File: config.mk
export PLATFORM = sky130hd
export DESIGN_NAME = psb_sideband_top
export DESIGN_NICKNAME = d
export VERILOG_FILES = /design/src/hw/psb_pkg.sv /design/src/hw/psb_lbk_path.sv /design/src/hw/psb_dllp_tx.sv /design/src/hw/psb_sideband_top.sv
export SDC_FILE = /design/constraint.sdc
export NUM_CORES = 1
export LEC_CHECK = 0
export BUFFER_PORTS_ARGS = -buffer_cell sky130_fd_sc_hd__clkbuf_2
export CAP_MARGIN = 30
export CORE_MARGIN = 2
export CORE_UTILIZATION = 40
export DETAILED_ROUTE_END_ITERATION = 16
export PLACE_DENSITY = 0.78
export SLEW_MARGIN = 20
export SYNTH_ARGS = -nofsm -noshare
export SYNTH_HDL_FRONTEND = slang
export SYNTH_SLANG_ARGS = --single-unit
File: constraint.sdc
create_clock -name mclk -period 2.2 [get_ports mclk]
set_clock_uncertainty 0.05 [all_clocks]
set_input_delay 0.55 -clock mclk [delete_from_list [all_inputs] [get_ports mclk]]
set_output_delay 0.55 -clock mclk [all_outputs]
set_load 0.02 [all_outputs]
File: src/hw/psb_pkg.sv
package psb_pkg;
  // loopback datapath shape
  localparam int LANES = 4;
  localparam int LANE_W = 8;
  localparam int DATA_W = 32;
  // dllp send command codes
  localparam logic [1:0] CMD_NONE = 2'h0;
  localparam logic [1:0] CMD_PM = 2'h1;
  localparam logic [1:0] CMD_VENDOR = 2'h2;
  localparam logic [1:0] CMD_UNUSED = 2'h3;
  // power message types
  localparam logic [2:0] PM_ENTER_L1 = 3'h0;
  localparam logic [2:0] PM_ENTER_L2 = 3'h1;
  localparam logic [2:0] PM_ASPM_L1 = 3'h3;
  localparam logic [2:0] PM_REQ_ACK = 3'h4;
  // dllp framing toward the phy
  localparam logic [7:0] DLLP_PM_BASE = 8'h20;
  localparam logic [7:0] DLLP_VENDOR_TYPE = 8'h30;
  localparam int DLLP_BYTES = 4;
  // register map, byte addresses
  localparam logic [3:0] REG_CTRL = 4'h0;
  localparam logic [3:0] REG_STATUS = 4'h4;
  localparam logic [3:0] REG_SENT = 4'h8;
  localparam int CTRL_LBK_EN = 0;
  localparam int CTRL_HOLD_EN = 1;
  localparam logic [1:0] CTRL_RESET = 2'h2;
  localparam int STS_LBK_READY = 0;
  localparam int STS_HOLD_CFG = 1;
  localparam int STS_IN_L0 = 2;
  localparam int STS_LL_INACTIVE = 3;
  localparam int STS_LL_INIT = 4;
  localparam int STS_LL_ACTIVE = 5;
  localparam int STS_LL_UP = 6;
  localparam int STS_DLLP_BUSY = 7;
  localparam int STS_BAD_CMD = 8;
  localparam int STS_W = 9;
  localparam int SENT_W = 16;
  typedef enum logic [1:0] {LT_DETECT, LT_CFG_COMPLETE, LT_L0} psb_ltssm_t;
  typedef enum logic [1:0] {LL_INACTIVE, LL_INITIALIZING, LL_ACTIVE} psb_link_t;
  typedef enum logic {TX_IDLE, TX_SEND} psb_dtx_t;
endpackage

File: src/hw/psb_lbk_path.sv
`timescale 1ns/1ns
`default_nettype none
module psb_lbk_path (
  // clock and reset
  input wire logic mclk,
  input wire logic rst,
  // loopback active
  input wire logic enable,
  // user transmit side
  input wire logic [psb_pkg::DATA_W-1:0] txData,
  input wire logic [psb_pkg::LANES-1:0] txK,
  // phy side
  output logic [psb_pkg::DATA_W-1:0] phyTxData_r,
  output logic [psb_pkg::LANES-1:0] phyTxK_r,
  input wire logic [psb_pkg::DATA_W-1:0] phyRxData,
  input wire logic [psb_pkg::LANES-1:0] phyRxK,
  // user receive side
  output logic [psb_pkg::DATA_W-1:0] rxData_r,
  output logic [psb_pkg::LANES-1:0] rxK_r
);
  import psb_pkg::*;

  logic [DATA_W-1:0] phyTxData_nxt, rxData_nxt;
  logic [LANES-1:0] phyTxK_nxt, rxK_nxt;

  // lane n owns byte n and flag bit n; a disabled path reads as zero
  genvar lane;
  generate
    for (lane = 0; lane < LANES; lane++) begin : g_lane
      always_comb begin
        phyTxData_nxt[lane*LANE_W +: LANE_W] = enable ? txData[lane*LANE_W +: LANE_W] : 8'h00;
        phyTxK_nxt[lane] = enable & txK[lane];
        rxData_nxt[lane*LANE_W +: LANE_W] = enable ? phyRxData[lane*LANE_W +: LANE_W] : 8'h00;
        rxK_nxt[lane] = enable & phyRxK[lane];
      end
    end
  endgenerate

  always_ff @(posedge mclk) begin
    if (rst) begin
      phyTxData_r <= '0;
      phyTxK_r <= '0;
      rxData_r <= '0;
      rxK_r <= '0;
    end else begin
      phyTxData_r <= phyTxData_nxt;
      phyTxK_r <= phyTxK_nxt;
      rxData_r <= rxData_nxt;
      rxK_r <= rxK_nxt;
    end
  end
endmodule
`default_nettype wire

File: src/hw/psb_dllp_tx.sv
`timescale 1ns/1ns
`default_nettype none
module psb_dllp_tx (
  // clock and reset
  input wire logic mclk,
  input wire logic rst,
  // request from control, type byte in the top byte
  input wire logic start,
  input wire logic [psb_pkg::DATA_W-1:0] frame,
  output logic busy_r,
  output logic done_r,
  // byte stream toward the phy
  output logic [7:0] phyByte_r,
  output logic phyValid_r,
  input wire logic phyReady
);
  import psb_pkg::*;

  localparam logic [1:0] LAST_IDX = 2'(DLLP_BYTES - 1);
  psb_dtx_t state_r, state_nxt;
  logic [1:0] idx_r, idx_nxt;
  logic [DATA_W-1:0] frame_r, frame_nxt;
  logic [7:0] phyByte_nxt;
  logic phyValid_nxt, done_nxt;

  always_comb begin
    state_nxt = state_r;
    idx_nxt = idx_r;
    frame_nxt = frame_r;
    phyByte_nxt = phyByte_r;
    phyValid_nxt = phyValid_r;
    done_nxt = 1'b0;
    unique case (state_r)
      TX_IDLE: begin
        if (start) begin
          state_nxt = TX_SEND;
          idx_nxt = 2'h0;
          frame_nxt = frame;
          phyByte_nxt = frame[31:24];
          phyValid_nxt = 1'b1;
        end
      end
      TX_SEND: begin
        // byte held until the phy takes it
        if (phyReady) begin
          if (idx_r == LAST_IDX) begin
            state_nxt = TX_IDLE;
            phyValid_nxt = 1'b0;
            done_nxt = 1'b1;
          end else begin
            idx_nxt = idx_r + 2'h1;
            frame_nxt = {frame_r[23:0], 8'h00};
            phyByte_nxt = frame_r[23:16];
          end
        end
      end
    endcase
  end

  always_ff @(posedge mclk) begin
    if (rst) begin
      state_r <= TX_IDLE;
      idx_r <= 2'h0;
      frame_r <= '0;
      phyByte_r <= 8'h00;
      phyValid_r <= 1'b0;
      done_r <= 1'b0;
      busy_r <= 1'b0;
    end else begin
      state_r <= state_nxt;
      idx_r <= idx_nxt;
      frame_r <= frame_nxt;
      phyByte_r <= phyByte_nxt;
      phyValid_r <= phyValid_nxt;
      done_r <= done_nxt;
      busy_r <= state_nxt == TX_SEND;
    end
  end
endmodule
`default_nettype wire

File: src/hw/psb_sideband_top.sv
`timescale 1ns/1ns
`default_nettype none
// Operation
// - receive k flag bit n marks a control character on received byte lane n
// - received word delivered with lane 3 top byte down to lane 0 bottom
// - loopback ports active only when loopback is built in, timed by the 250 MHz clock
// - training waits in configuration complete until programming done is high
// - the hold serves dynamic width and exists only on the variant having it
// - three indicators show link layer inactive, initializing or active
// - link up only while active and handing packets to the transaction layer
// - device pulses sent once the requested packet is transmitted
// - loopback ready tells user when transmit loopback data may be presented
// - a 250 MHz timing clock flag accompanies the loopback path when built in
module psb_sideband_top #(
  parameter bit HAS_MASTER_LBK = 1'b1,
  parameter bit HAS_PROG_DONE = 1'b1
) (
  // clock and reset
  input wire logic mclk,
  input wire logic rst,
  // avalon-mm slave
  input wire logic [3:0] avsAddress,
  input wire logic avsRead,
  input wire logic avsWrite,
  input wire logic [psb_pkg::DATA_W-1:0] avsWriteData,
  input wire logic [3:0] avsByteEnable,
  output logic [psb_pkg::DATA_W-1:0] avsReadData_r,
  output logic avsWaitrequest_r,
  // user loopback
  input wire logic [psb_pkg::DATA_W-1:0] txLbkData,
  input wire logic [psb_pkg::LANES-1:0] txLbkK,
  output logic txLbkReady_r,
  output logic lbkClkActive_r,
  output logic [psb_pkg::DATA_W-1:0] rxLbkData_r,
  output logic [psb_pkg::LANES-1:0] rxLbkK_r,
  // phy loopback
  input wire logic phyMasterLoopback,
  output logic [psb_pkg::DATA_W-1:0] phyLbkTxData_r,
  output logic [psb_pkg::LANES-1:0] phyLbkTxK_r,
  input wire logic [psb_pkg::DATA_W-1:0] phyLbkRxData,
  input wire logic [psb_pkg::LANES-1:0] phyLbkRxK,
  // link training
  input wire logic trainCfgComplete,
  input wire logic trainLinkDown,
  input wire logic progDone,
  output logic ltssmHoldCfg_r,
  output logic ltssmInL0_r,
  // data link layer
  input wire logic fcInitDone,
  input wire logic tlReady,
  output logic linkLayerInactive_r,
  output logic linkLayerInitializing_r,
  output logic linkLayerActive_r,
  output logic linkLayerUp_r,
  // dllp request
  input wire logic [1:0] dllpSendCmd,
  input wire logic [2:0] dllpPmType,
  input wire logic [23:0] dllpVendorData,
  output logic dllpSent_r,
  // dllp byte stream
  output logic [7:0] phyDllpByte_r,
  output logic phyDllpValid_r,
  input wire logic phyDllpReady
);
  import psb_pkg::*;

  logic [1:0] ctrl_r, ctrl_nxt;
  logic [DATA_W-1:0] rdData_nxt, readMux;
  logic wait_nxt, wrFire;
  logic [STS_W-1:0] status;
  logic badCmd_r, badCmd_nxt;
  logic [SENT_W-1:0] sent_r, sent_nxt;
  logic lbkEn, holdEn;
  psb_ltssm_t ltssm_r, ltssm_nxt;
  psb_link_t link_r, link_nxt;
  logic armed_r, armed_nxt, dllpSent_nxt;
  logic dtxStart, dtxBusy, dtxDone, cmdLegal;
  logic [DATA_W-1:0] dtxFrame;

  assign lbkEn = HAS_MASTER_LBK & ctrl_r[CTRL_LBK_EN];
  // without the input the hold cannot be released, so it is built out
  assign holdEn = HAS_PROG_DONE & ctrl_r[CTRL_HOLD_EN];

  // register bus: one wait state, answer always in the cycle after the request appears
  always_comb begin
    readMux = '0;
    unique case (avsAddress)
      REG_CTRL: readMux = {30'h0, ctrl_r};
      REG_STATUS: readMux = {23'h0, status};
      REG_SENT: readMux = {16'h0, sent_r};
      default: readMux = '0;
    endcase
  end

  always_comb begin
    wait_nxt = 1'b1;
    rdData_nxt = avsReadData_r;
    if ((avsRead || avsWrite) && avsWaitrequest_r) begin
      wait_nxt = 1'b0;
      if (avsRead) begin
        rdData_nxt = readMux;
      end
    end
  end

  assign wrFire = avsWrite && !avsWaitrequest_r;

  always_comb begin
    ctrl_nxt = ctrl_r;
    if (wrFire && avsAddress == REG_CTRL && avsByteEnable[0]) begin
      ctrl_nxt = avsWriteData[1:0];
    end
  end

  always_ff @(posedge mclk) begin
    if (rst) begin
      avsWaitrequest_r <= 1'b1;
      avsReadData_r <= '0;
      ctrl_r <= CTRL_RESET;
    end else begin
      avsWaitrequest_r <= wait_nxt;
      avsReadData_r <= rdData_nxt;
      ctrl_r <= ctrl_nxt;
    end
  end

  always_comb begin
    status = '0;
    status[STS_LBK_READY] = txLbkReady_r;
    status[STS_HOLD_CFG] = ltssmHoldCfg_r;
    status[STS_IN_L0] = ltssmInL0_r;
    status[STS_LL_INACTIVE] = linkLayerInactive_r;
    status[STS_LL_INIT] = linkLayerInitializing_r;
    status[STS_LL_ACTIVE] = linkLayerActive_r;
    status[STS_LL_UP] = linkLayerUp_r;
    status[STS_DLLP_BUSY] = dtxBusy;
    status[STS_BAD_CMD] = badCmd_r;
  end

  // link training, held in configuration complete for the aligner
  always_comb begin
    ltssm_nxt = ltssm_r;
    if (trainLinkDown) begin
      ltssm_nxt = LT_DETECT;
    end else begin
      unique case (ltssm_r)
        LT_DETECT: if (trainCfgComplete) ltssm_nxt = LT_CFG_COMPLETE;
        LT_CFG_COMPLETE: if (!holdEn || progDone) ltssm_nxt = LT_L0;
        LT_L0: ltssm_nxt = LT_L0;
      endcase
    end
  end

  // link layer follows the physical link
  always_comb begin
    link_nxt = link_r;
    if (ltssm_r != LT_L0) begin
      link_nxt = LL_INACTIVE;
    end else begin
      unique case (link_r)
        LL_INACTIVE: link_nxt = LL_INITIALIZING;
        LL_INITIALIZING: if (fcInitDone) link_nxt = LL_ACTIVE;
        LL_ACTIVE: link_nxt = LL_ACTIVE;
      endcase
    end
  end

  always_ff @(posedge mclk) begin
    if (rst) begin
      ltssm_r <= LT_DETECT;
      ltssmHoldCfg_r <= 1'b0;
      ltssmInL0_r <= 1'b0;
      link_r <= LL_INACTIVE;
      linkLayerInactive_r <= 1'b1;
      linkLayerInitializing_r <= 1'b0;
      linkLayerActive_r <= 1'b0;
      linkLayerUp_r <= 1'b0;
      txLbkReady_r <= 1'b0;
      lbkClkActive_r <= 1'b0;
    end else begin
      ltssm_r <= ltssm_nxt;
      ltssmHoldCfg_r <= ltssm_nxt == LT_CFG_COMPLETE;
      ltssmInL0_r <= ltssm_nxt == LT_L0;
      link_r <= link_nxt;
      linkLayerInactive_r <= link_nxt == LL_INACTIVE;
      linkLayerInitializing_r <= link_nxt == LL_INITIALIZING;
      linkLayerActive_r <= link_nxt == LL_ACTIVE;
      linkLayerUp_r <= link_nxt == LL_ACTIVE && tlReady;
      txLbkReady_r <= lbkEn && phyMasterLoopback;
      lbkClkActive_r <= lbkEn;
    end
  end

  // dllp requests; a fresh request needs one idle code after the last sent
  always_comb begin
    cmdLegal = 1'b0;
    unique case (dllpSendCmd)
      CMD_PM: cmdLegal = dllpPmType == PM_ENTER_L1 || dllpPmType == PM_ENTER_L2 ||
                         dllpPmType == PM_ASPM_L1 || dllpPmType == PM_REQ_ACK;
      CMD_VENDOR: cmdLegal = 1'b1;
      CMD_NONE, CMD_UNUSED: cmdLegal = 1'b0;
    endcase
  end

  assign dtxStart = armed_r && !dtxBusy && cmdLegal && link_r == LL_ACTIVE;
  assign dtxFrame = dllpSendCmd == CMD_VENDOR ? {DLLP_VENDOR_TYPE, dllpVendorData} :
                    {DLLP_PM_BASE | {5'h00, dllpPmType}, 24'h000000};

  always_comb begin
    armed_nxt = armed_r;
    if (dtxStart) begin
      armed_nxt = 1'b0;
    end else if (dllpSendCmd == CMD_NONE && !dtxBusy) begin
      armed_nxt = 1'b1;
    end
    badCmd_nxt = badCmd_r;
    if (wrFire && avsAddress == REG_STATUS && avsByteEnable[1] && avsWriteData[STS_BAD_CMD]) begin
      badCmd_nxt = 1'b0;
    end
    // set after clear so a new fault in the clear cycle survives
    if (armed_r && !dtxBusy && dllpSendCmd != CMD_NONE && !cmdLegal) begin
      badCmd_nxt = 1'b1;
    end
    dllpSent_nxt = dtxDone;
    sent_nxt = dtxDone ? sent_r + 1'b1 : sent_r;
  end

  always_ff @(posedge mclk) begin
    if (rst) begin
      armed_r <= 1'b1;
      badCmd_r <= 1'b0;
      dllpSent_r <= 1'b0;
      sent_r <= '0;
    end else begin
      armed_r <= armed_nxt;
      badCmd_r <= badCmd_nxt;
      dllpSent_r <= dllpSent_nxt;
      sent_r <= sent_nxt;
    end
  end

  psb_lbk_path u_lbk (
    .mclk(mclk),
    .rst(rst),
    .enable(lbkEn),
    .txData(txLbkData),
    .txK(txLbkK),
    .phyTxData_r(phyLbkTxData_r),
    .phyTxK_r(phyLbkTxK_r),
    .phyRxData(phyLbkRxData),
    .phyRxK(phyLbkRxK),
    .rxData_r(rxLbkData_r),
    .rxK_r(rxLbkK_r)
  );

  psb_dllp_tx u_dtx (
    .mclk(mclk),
    .rst(rst),
    .start(dtxStart),
    .frame(dtxFrame),
    .busy_r(dtxBusy),
    .done_r(dtxDone),
    .phyByte_r(phyDllpByte_r),
    .phyValid_r(phyDllpValid_r),
    .phyReady(phyDllpReady)
  );
endmodule
`default_nettype wire

== After elaboration in Yosys (flattened, before gate mapping) ==
Index checks and enable logic that the tools add are counted.
W data, S select, Z words.

* Register bits: 175

* Bitwise operators: 11
* Muxes and demuxes: 36
* Reductions and logical operators: 39
* Equal/unequal tests: 22
* $add $sub $neg: 2

{| class="wikitable"
|+ Operators by type and width
! operator !! number
|-
| $mux W24 || 3
|-
| $pmux W16 S3 || 1
|-
| $pmux W24 S2 || 1
|-
| $mux W29 || 1
|-
| $mux W8 || 3
|-
| $add A16 B1 Y16 const B || 1
|-
| $mux W2 || 8
|-
| $pmux W8 S2 || 1
|-
| $logic_and A1 B1 Y1 || 15
|-
| $eq A2 B2 Y1 const B || 7
|-
| $mux W1 || 12
|-
| $pmux W2 S3 || 2
|-
| $eq A2 B1 Y1 const B || 5
|-
| $ne A2 B2 Y1 const B || 5
|-
| $and A1 B1 Y1 || 8
|-
| $logic_not A2 Y1 || 4
|-
| $reduce_and A3 Y1 || 2
|-
| $reduce_bool A2 Y1 || 3
|-
| $logic_or A1 B1 Y1 || 5
|-
| $eq A4 B3 Y1 const B || 1
|-
| $eq A4 B4 Y1 const B || 1
|-
| $logic_not A1 Y1 || 4
|-
| $logic_not A4 Y1 || 1
|-
| $pmux W1 S2 || 2
|-
| 11 further kinds || 14
|}

== Logic depth before layout (Yosys ltp) ==
* Depth after elaboration: 9
* Mapped depth: 8
* Depth with buffers taken out: 6

== Modules after synthesis ==
A second synthesis with hierarchy kept.

* Cells, all modules: 610
* Area total of the unflattened synthesis: 6,561.3 µm²

{| class="wikitable"
|+ By module, submodules not included
! module !! area each (µm²) !! cells an instance !! times used
|-
| psb_sideband_top || 2,627.5 || 302 || 1
|-
| psb_lbk_path || 2,230.9 || 158 || 1
|-
| psb_dllp_tx || 1,702.9 || 150 || 1
|}

== Least setup slack after synthesis ==
OpenSTA, ideal clock, no wires.

* Kind: input -> register
* From: in dllpSendCmd[1]
* To: reg u_dtx.frame_r[10]
* Path slack: 0.528 ns
* Path buffers: 1
* Arrival time: 1.476 ns
* Required time: 2.004 ns
* Stages on the path: 5
* Cell sequence: and2b_1 > a21oi_2 > or2_4 > buf_6 > a211oi_2

* Cells in the longest elaborated chain, start to end: 7

{| class="wikitable"
|+ Ends and longest elaborated chain
! item !! line !! text
|-
| start: declaration || psb_sideband_top.sv:56 || <nowiki>input wire logic [1:0] dllpSendCmd,</nowiki>
|-
| $eq A2 B2 Y1 or $logic_not A2 Y1 (tied branches) || psb_sideband_top.sv:197 || <nowiki>unique case (dllpSendCmd)</nowiki>
|-
| $reduce_or A2 Y1 || psb_sideband_top.sv:197 ||
|-
| $pmux W1 S3 || psb_sideband_top.sv:197 ||
|-
| $logic_and A1 B1 Y1 (2 in a row) || psb_sideband_top.sv:205 || <nowiki>assign dtxStart = armed_r && !dtxBusy && cmdLegal && link_r == LL_ACTIVE;</nowiki>
|-
| $ne A2 B2 Y1 (no line) || n/a ||
|-
| $reduce_and A3 Y1 (no line) || n/a ||
|-
| end signal: assignment || psb_dllp_tx.sv:72 || <nowiki>frame_r <= frame_nxt;</nowiki>
|-
| end: declaration || psb_dllp_tx.sv:22 || <nowiki>logic [DATA_W-1:0] frame_r, frame_nxt;</nowiki>
|}

Several ways; a longest one is shown, not always the timed one. The select of a mux whose other input is x is not followed.
A chain may end at the register's enable or synchronous reset.

== Final worst setup path ==
* From: reg u_dtx.idx_r[0]
* To: reg u_dtx.frame_r[2]

* Cells in the longest elaborated chain, start to end: 3

{| class="wikitable"
|+ Ends and longest elaborated chain
! item !! line !! text
|-
| start: declaration || psb_dllp_tx.sv:21 || <nowiki>logic [1:0] idx_r, idx_nxt;</nowiki>
|-
| start signal: assignment || psb_dllp_tx.sv:71 || <nowiki>idx_r <= idx_nxt;</nowiki>
|-
| $eq A2 B2 Y1 || psb_dllp_tx.sv:46 || <nowiki>if (idx_r == LAST_IDX) begin</nowiki>
|-
| $ne A2 B2 Y1 (no line) || n/a ||
|-
| $reduce_and A3 Y1 (no line) || n/a ||
|}

Every way passes these cells.

==> impl_results.md <==
* Min-delay worst type: input port to register
* Leakage at 3.53 nW
* Max Root-Sink Buffers at 2
* Initial DRC count at 295
* Synth area leaders: dfxtp_1 (53%), and2_1 (8.2%), a211oi_2 (3.8%), nor2_1 (3.6%), a22o_1 (3.4%)
* Initial core utilization at 0.412
* WL final at 14,800 um
* Antenna-violating nets left at 0
* Cell Int Power at 4.60 mW
* Grt ovf at 0
* Post-synth EDFFs at 0
* Post-synthesis cell type count at 57
* Pre-antenna DRT Iters at 4
* Root buf cell: clkbuf_16
* Slew @ Worst Pin at 0.620 ns
* Crit path required time at 2.51 ns
* Reg power frac at 0.479
* Yosys top cell area share at 0.530
* Final setup vio count at 0
* Routed via count at 4,937
* Ratio of cells with drive above 1 in the final layout at 0.372
* Setup Buffers After CTS at 0
* Synth Cell Area at 6010 um2
* Ys async rst share at 0
* TritonCTS Sinks at 159
* First-pass GRT wire length at 23,800 um
* Critical path fanouts, max at 8
* CTS tree: yes
* HPWL Detailed at 11,100 um
* Max Fclk at 569 MHz
* Initial antenna violation count at 2
* ANT cells at 0
* Slew Limit Headroom at 0.587
* Vias in the first global route at 4,844
* Final-stage net count at 984
* Worst VDD drop at 0.805 mV
* Fin crit share at 0.799
* DRC viols at 0
* H-tree depth at 4
* Worst skew pair latency at 0.42 ns
* Pre-CTS setup slack at 0.0830 ns
* CTS Buf Count at 17
* Final core occ at 0.540
* Crit path launch type: register
* Synth area leader: dfxtp_1
* CTS clk-pin slew, worst paths at 0.07 ns
* Critical Path End Type: register
* Arr. time, crit path at 2.07 ns
* Number of port buffers at 227
* Critical path class: register to register
* Hold_buf cts at 0
* Vias per Instance at 4.83
* Post-synthesis register bit count at 159
* Sum of negative setup slack at 0 ns
* Post-cts resize count at 0
* Final Wtd Congestion at 0.783
* Clock Power Share at 0.472
* Maxcap violations at 0
* Post-Layout Cell Count at 1,022
* Placement Rows at 44
* RSZ-0062 raised after global routing: no
* IO Count at 275
* Tot GR Track Use at 0.188
* Fin crit period at 1.76 ns
* DR WL/cell at 14.4 um
* Seq/Total Area, Yosys at 0.530
* Power per cell area at 765 nW/um2
* Die ar. at 16,000 um2
* Final hold vios at 0
* Avg Synthesized Cell Area at 10.1 um2
* Net switching power at 1.43 mW
* Comb pwr share at 0.049
* Core area at 14,600 um2
* Hold Slack at 0.270 ns
* Die height at 127 um
* Final Max Tran Viols at 0
* Dpl cells at 990
* Cells after Synth at 597
* Area Overhead vs Synth at 31.3%
* Largest net degree at the start of global routing at 75
* Outcome: complete, no violations
* Dominant synthesized flop cell: dfxtp_1
* Setup ws final at 0.442 ns
* Die Wd at 127 um
* Net Sw Frac at 0.237
* Synth Warn # at 0
[Yosys cell counts (all sizes together) (2+ instances only)]
| master | number |
|---|---|
| a211oi | 22 |
| a21oi | 10 |
| a22o | 23 |
| a22oi | 16 |
| a31oi | 2 |
| and2 | 79 |
| and2b | 2 |
| and3 | 5 |
| and4 | 2 |
| buf | 33 |
| clkbuf | 22 |
| dfxtp | 159 |
| ha | 7 |
| inv | 7 |
| mux2 | 3 |
| mux2i | 6 |
| nand2 | 29 |
| nand2b | 3 |
| nand3 | 10 |
| nand3b | 2 |
| nand4 | 5 |
| nor2 | 57 |
| nor2b | 8 |
| nor3 | 23 |
| nor3b | 2 |
| nor4 | 2 |
| nor4b | 2 |
| o211ai | 9 |
| o21ai | 21 |
| o22ai | 2 |
| o2bb2ai | 2 |
| or3 | 2 |
| xnor2 | 2 |
| xor2 | 7 |
[registers in the layout, summed over array words and instances, names as in the netlist, 4 cells and up]
name and count:
avsReadData_r 16, sent_r 16, u_dtx.frame_r 24, u_dtx.phyByte_r 8, u_lbk.phyTxData_r 32, u_lbk.phyTxK_r 4
u_lbk.rxData_r 32, u_lbk.rxK_r 4
[metrics by stage]
step | power [mW] | area (um2)
global route | 6.27 | 7880
CTS | 6.10 | 7880
detailed placement | 3.25 | 7310
floorplan | 3.12 | 6060
global placement | 3.25 | 7310
finish | 6.03 | 7880
[cell families after synthesis]
| family | synth area share |
|---|---|
| compound gates | 0.153 |
| xor+xnor | 0.0131 |
| fa+ha+maj | 0.0146 |
| buf+inv | 0.0573 |
| flops | 0.530 |
| mux | 0.0177 |
| other cells | 0.000624 |
| simple gates | 0.214 |
[critical path: stages (launching register included)]
cell and delay (ns):
dfxtp_1 0.34, ha_1 0.21, and3b_1 0.25, buf_4 0.18, nor2_1 0.41, o211ai_1 0.16, o21ai_0 0.10
[power groups by stage]
stage / Sequential [mW] / Combinational, mW / Clock (mW)
after global routing: 2.89 / 0.323 / 3.05
final: 2.89 / 0.296 / 2.84
after floorplan: 2.96 / 0.162 / 0
after detailed placement: 2.96 / 0.296 / 0
after CTS: 2.89 / 0.298 / 2.91
after global placement: 2.96 / 0.293 / 0
[cell type report]
type,instances,area [um2]
fillers,1308,6710
clock inverters,15,150
clock buffers,17,425
well taps,184,230
flip-flops and latches,159,3180
multi-input cells,391,2540
repair buffers,249,1330
inverters,7,26.3
[routing by layer]
| layer | vias up | track usage | share of wire |
|---|---|---|---|
| met4 | 4 | 0.0608 | 0.015 |
| met2 | 188 | 0.321 | 0.50 |
| met1 | 2252 | 0.212 | 0.39 |
| li1 | 2474 | - | - |
| met5 | - | 0 | 0.0018 |
| met3 | 19 | 0.0793 | 0.093 |
[cells in the final DEF, fill, tap and decap left out, types with 9 or more instances in the layout]
master	n
a211oi_2	18
a21oi_1	9
a22o_1	23
a22oi_1	16
and2_1	79
buf_4	20
clkbuf_16	17
clkbuf_2	227
conb_1	16
dfxtp_1	159
nand2_1	28
nand3_1	10
nor2_1	57
nor3_1	23
o211ai_1	9
o21ai_0	17
[final timing paths]
path / from / end / slack, ns / cells after the start
worst min-delay path: phyLbkRxData[25] / u_lbk.rxData_r[25] / 0.27 / 2
worst max-delay path: u_dtx.idx_r[0] / u_dtx.frame_r[2] / 0.44 / 6
worst min register to register: avsWaitrequest_r / avsWaitrequest_r / 0.40 / 1
worst max register to register: u_dtx.idx_r[0] / u_dtx.frame_r[2] / 0.44 / 6
Note: power is estimated with default switching activity, not from simulation.
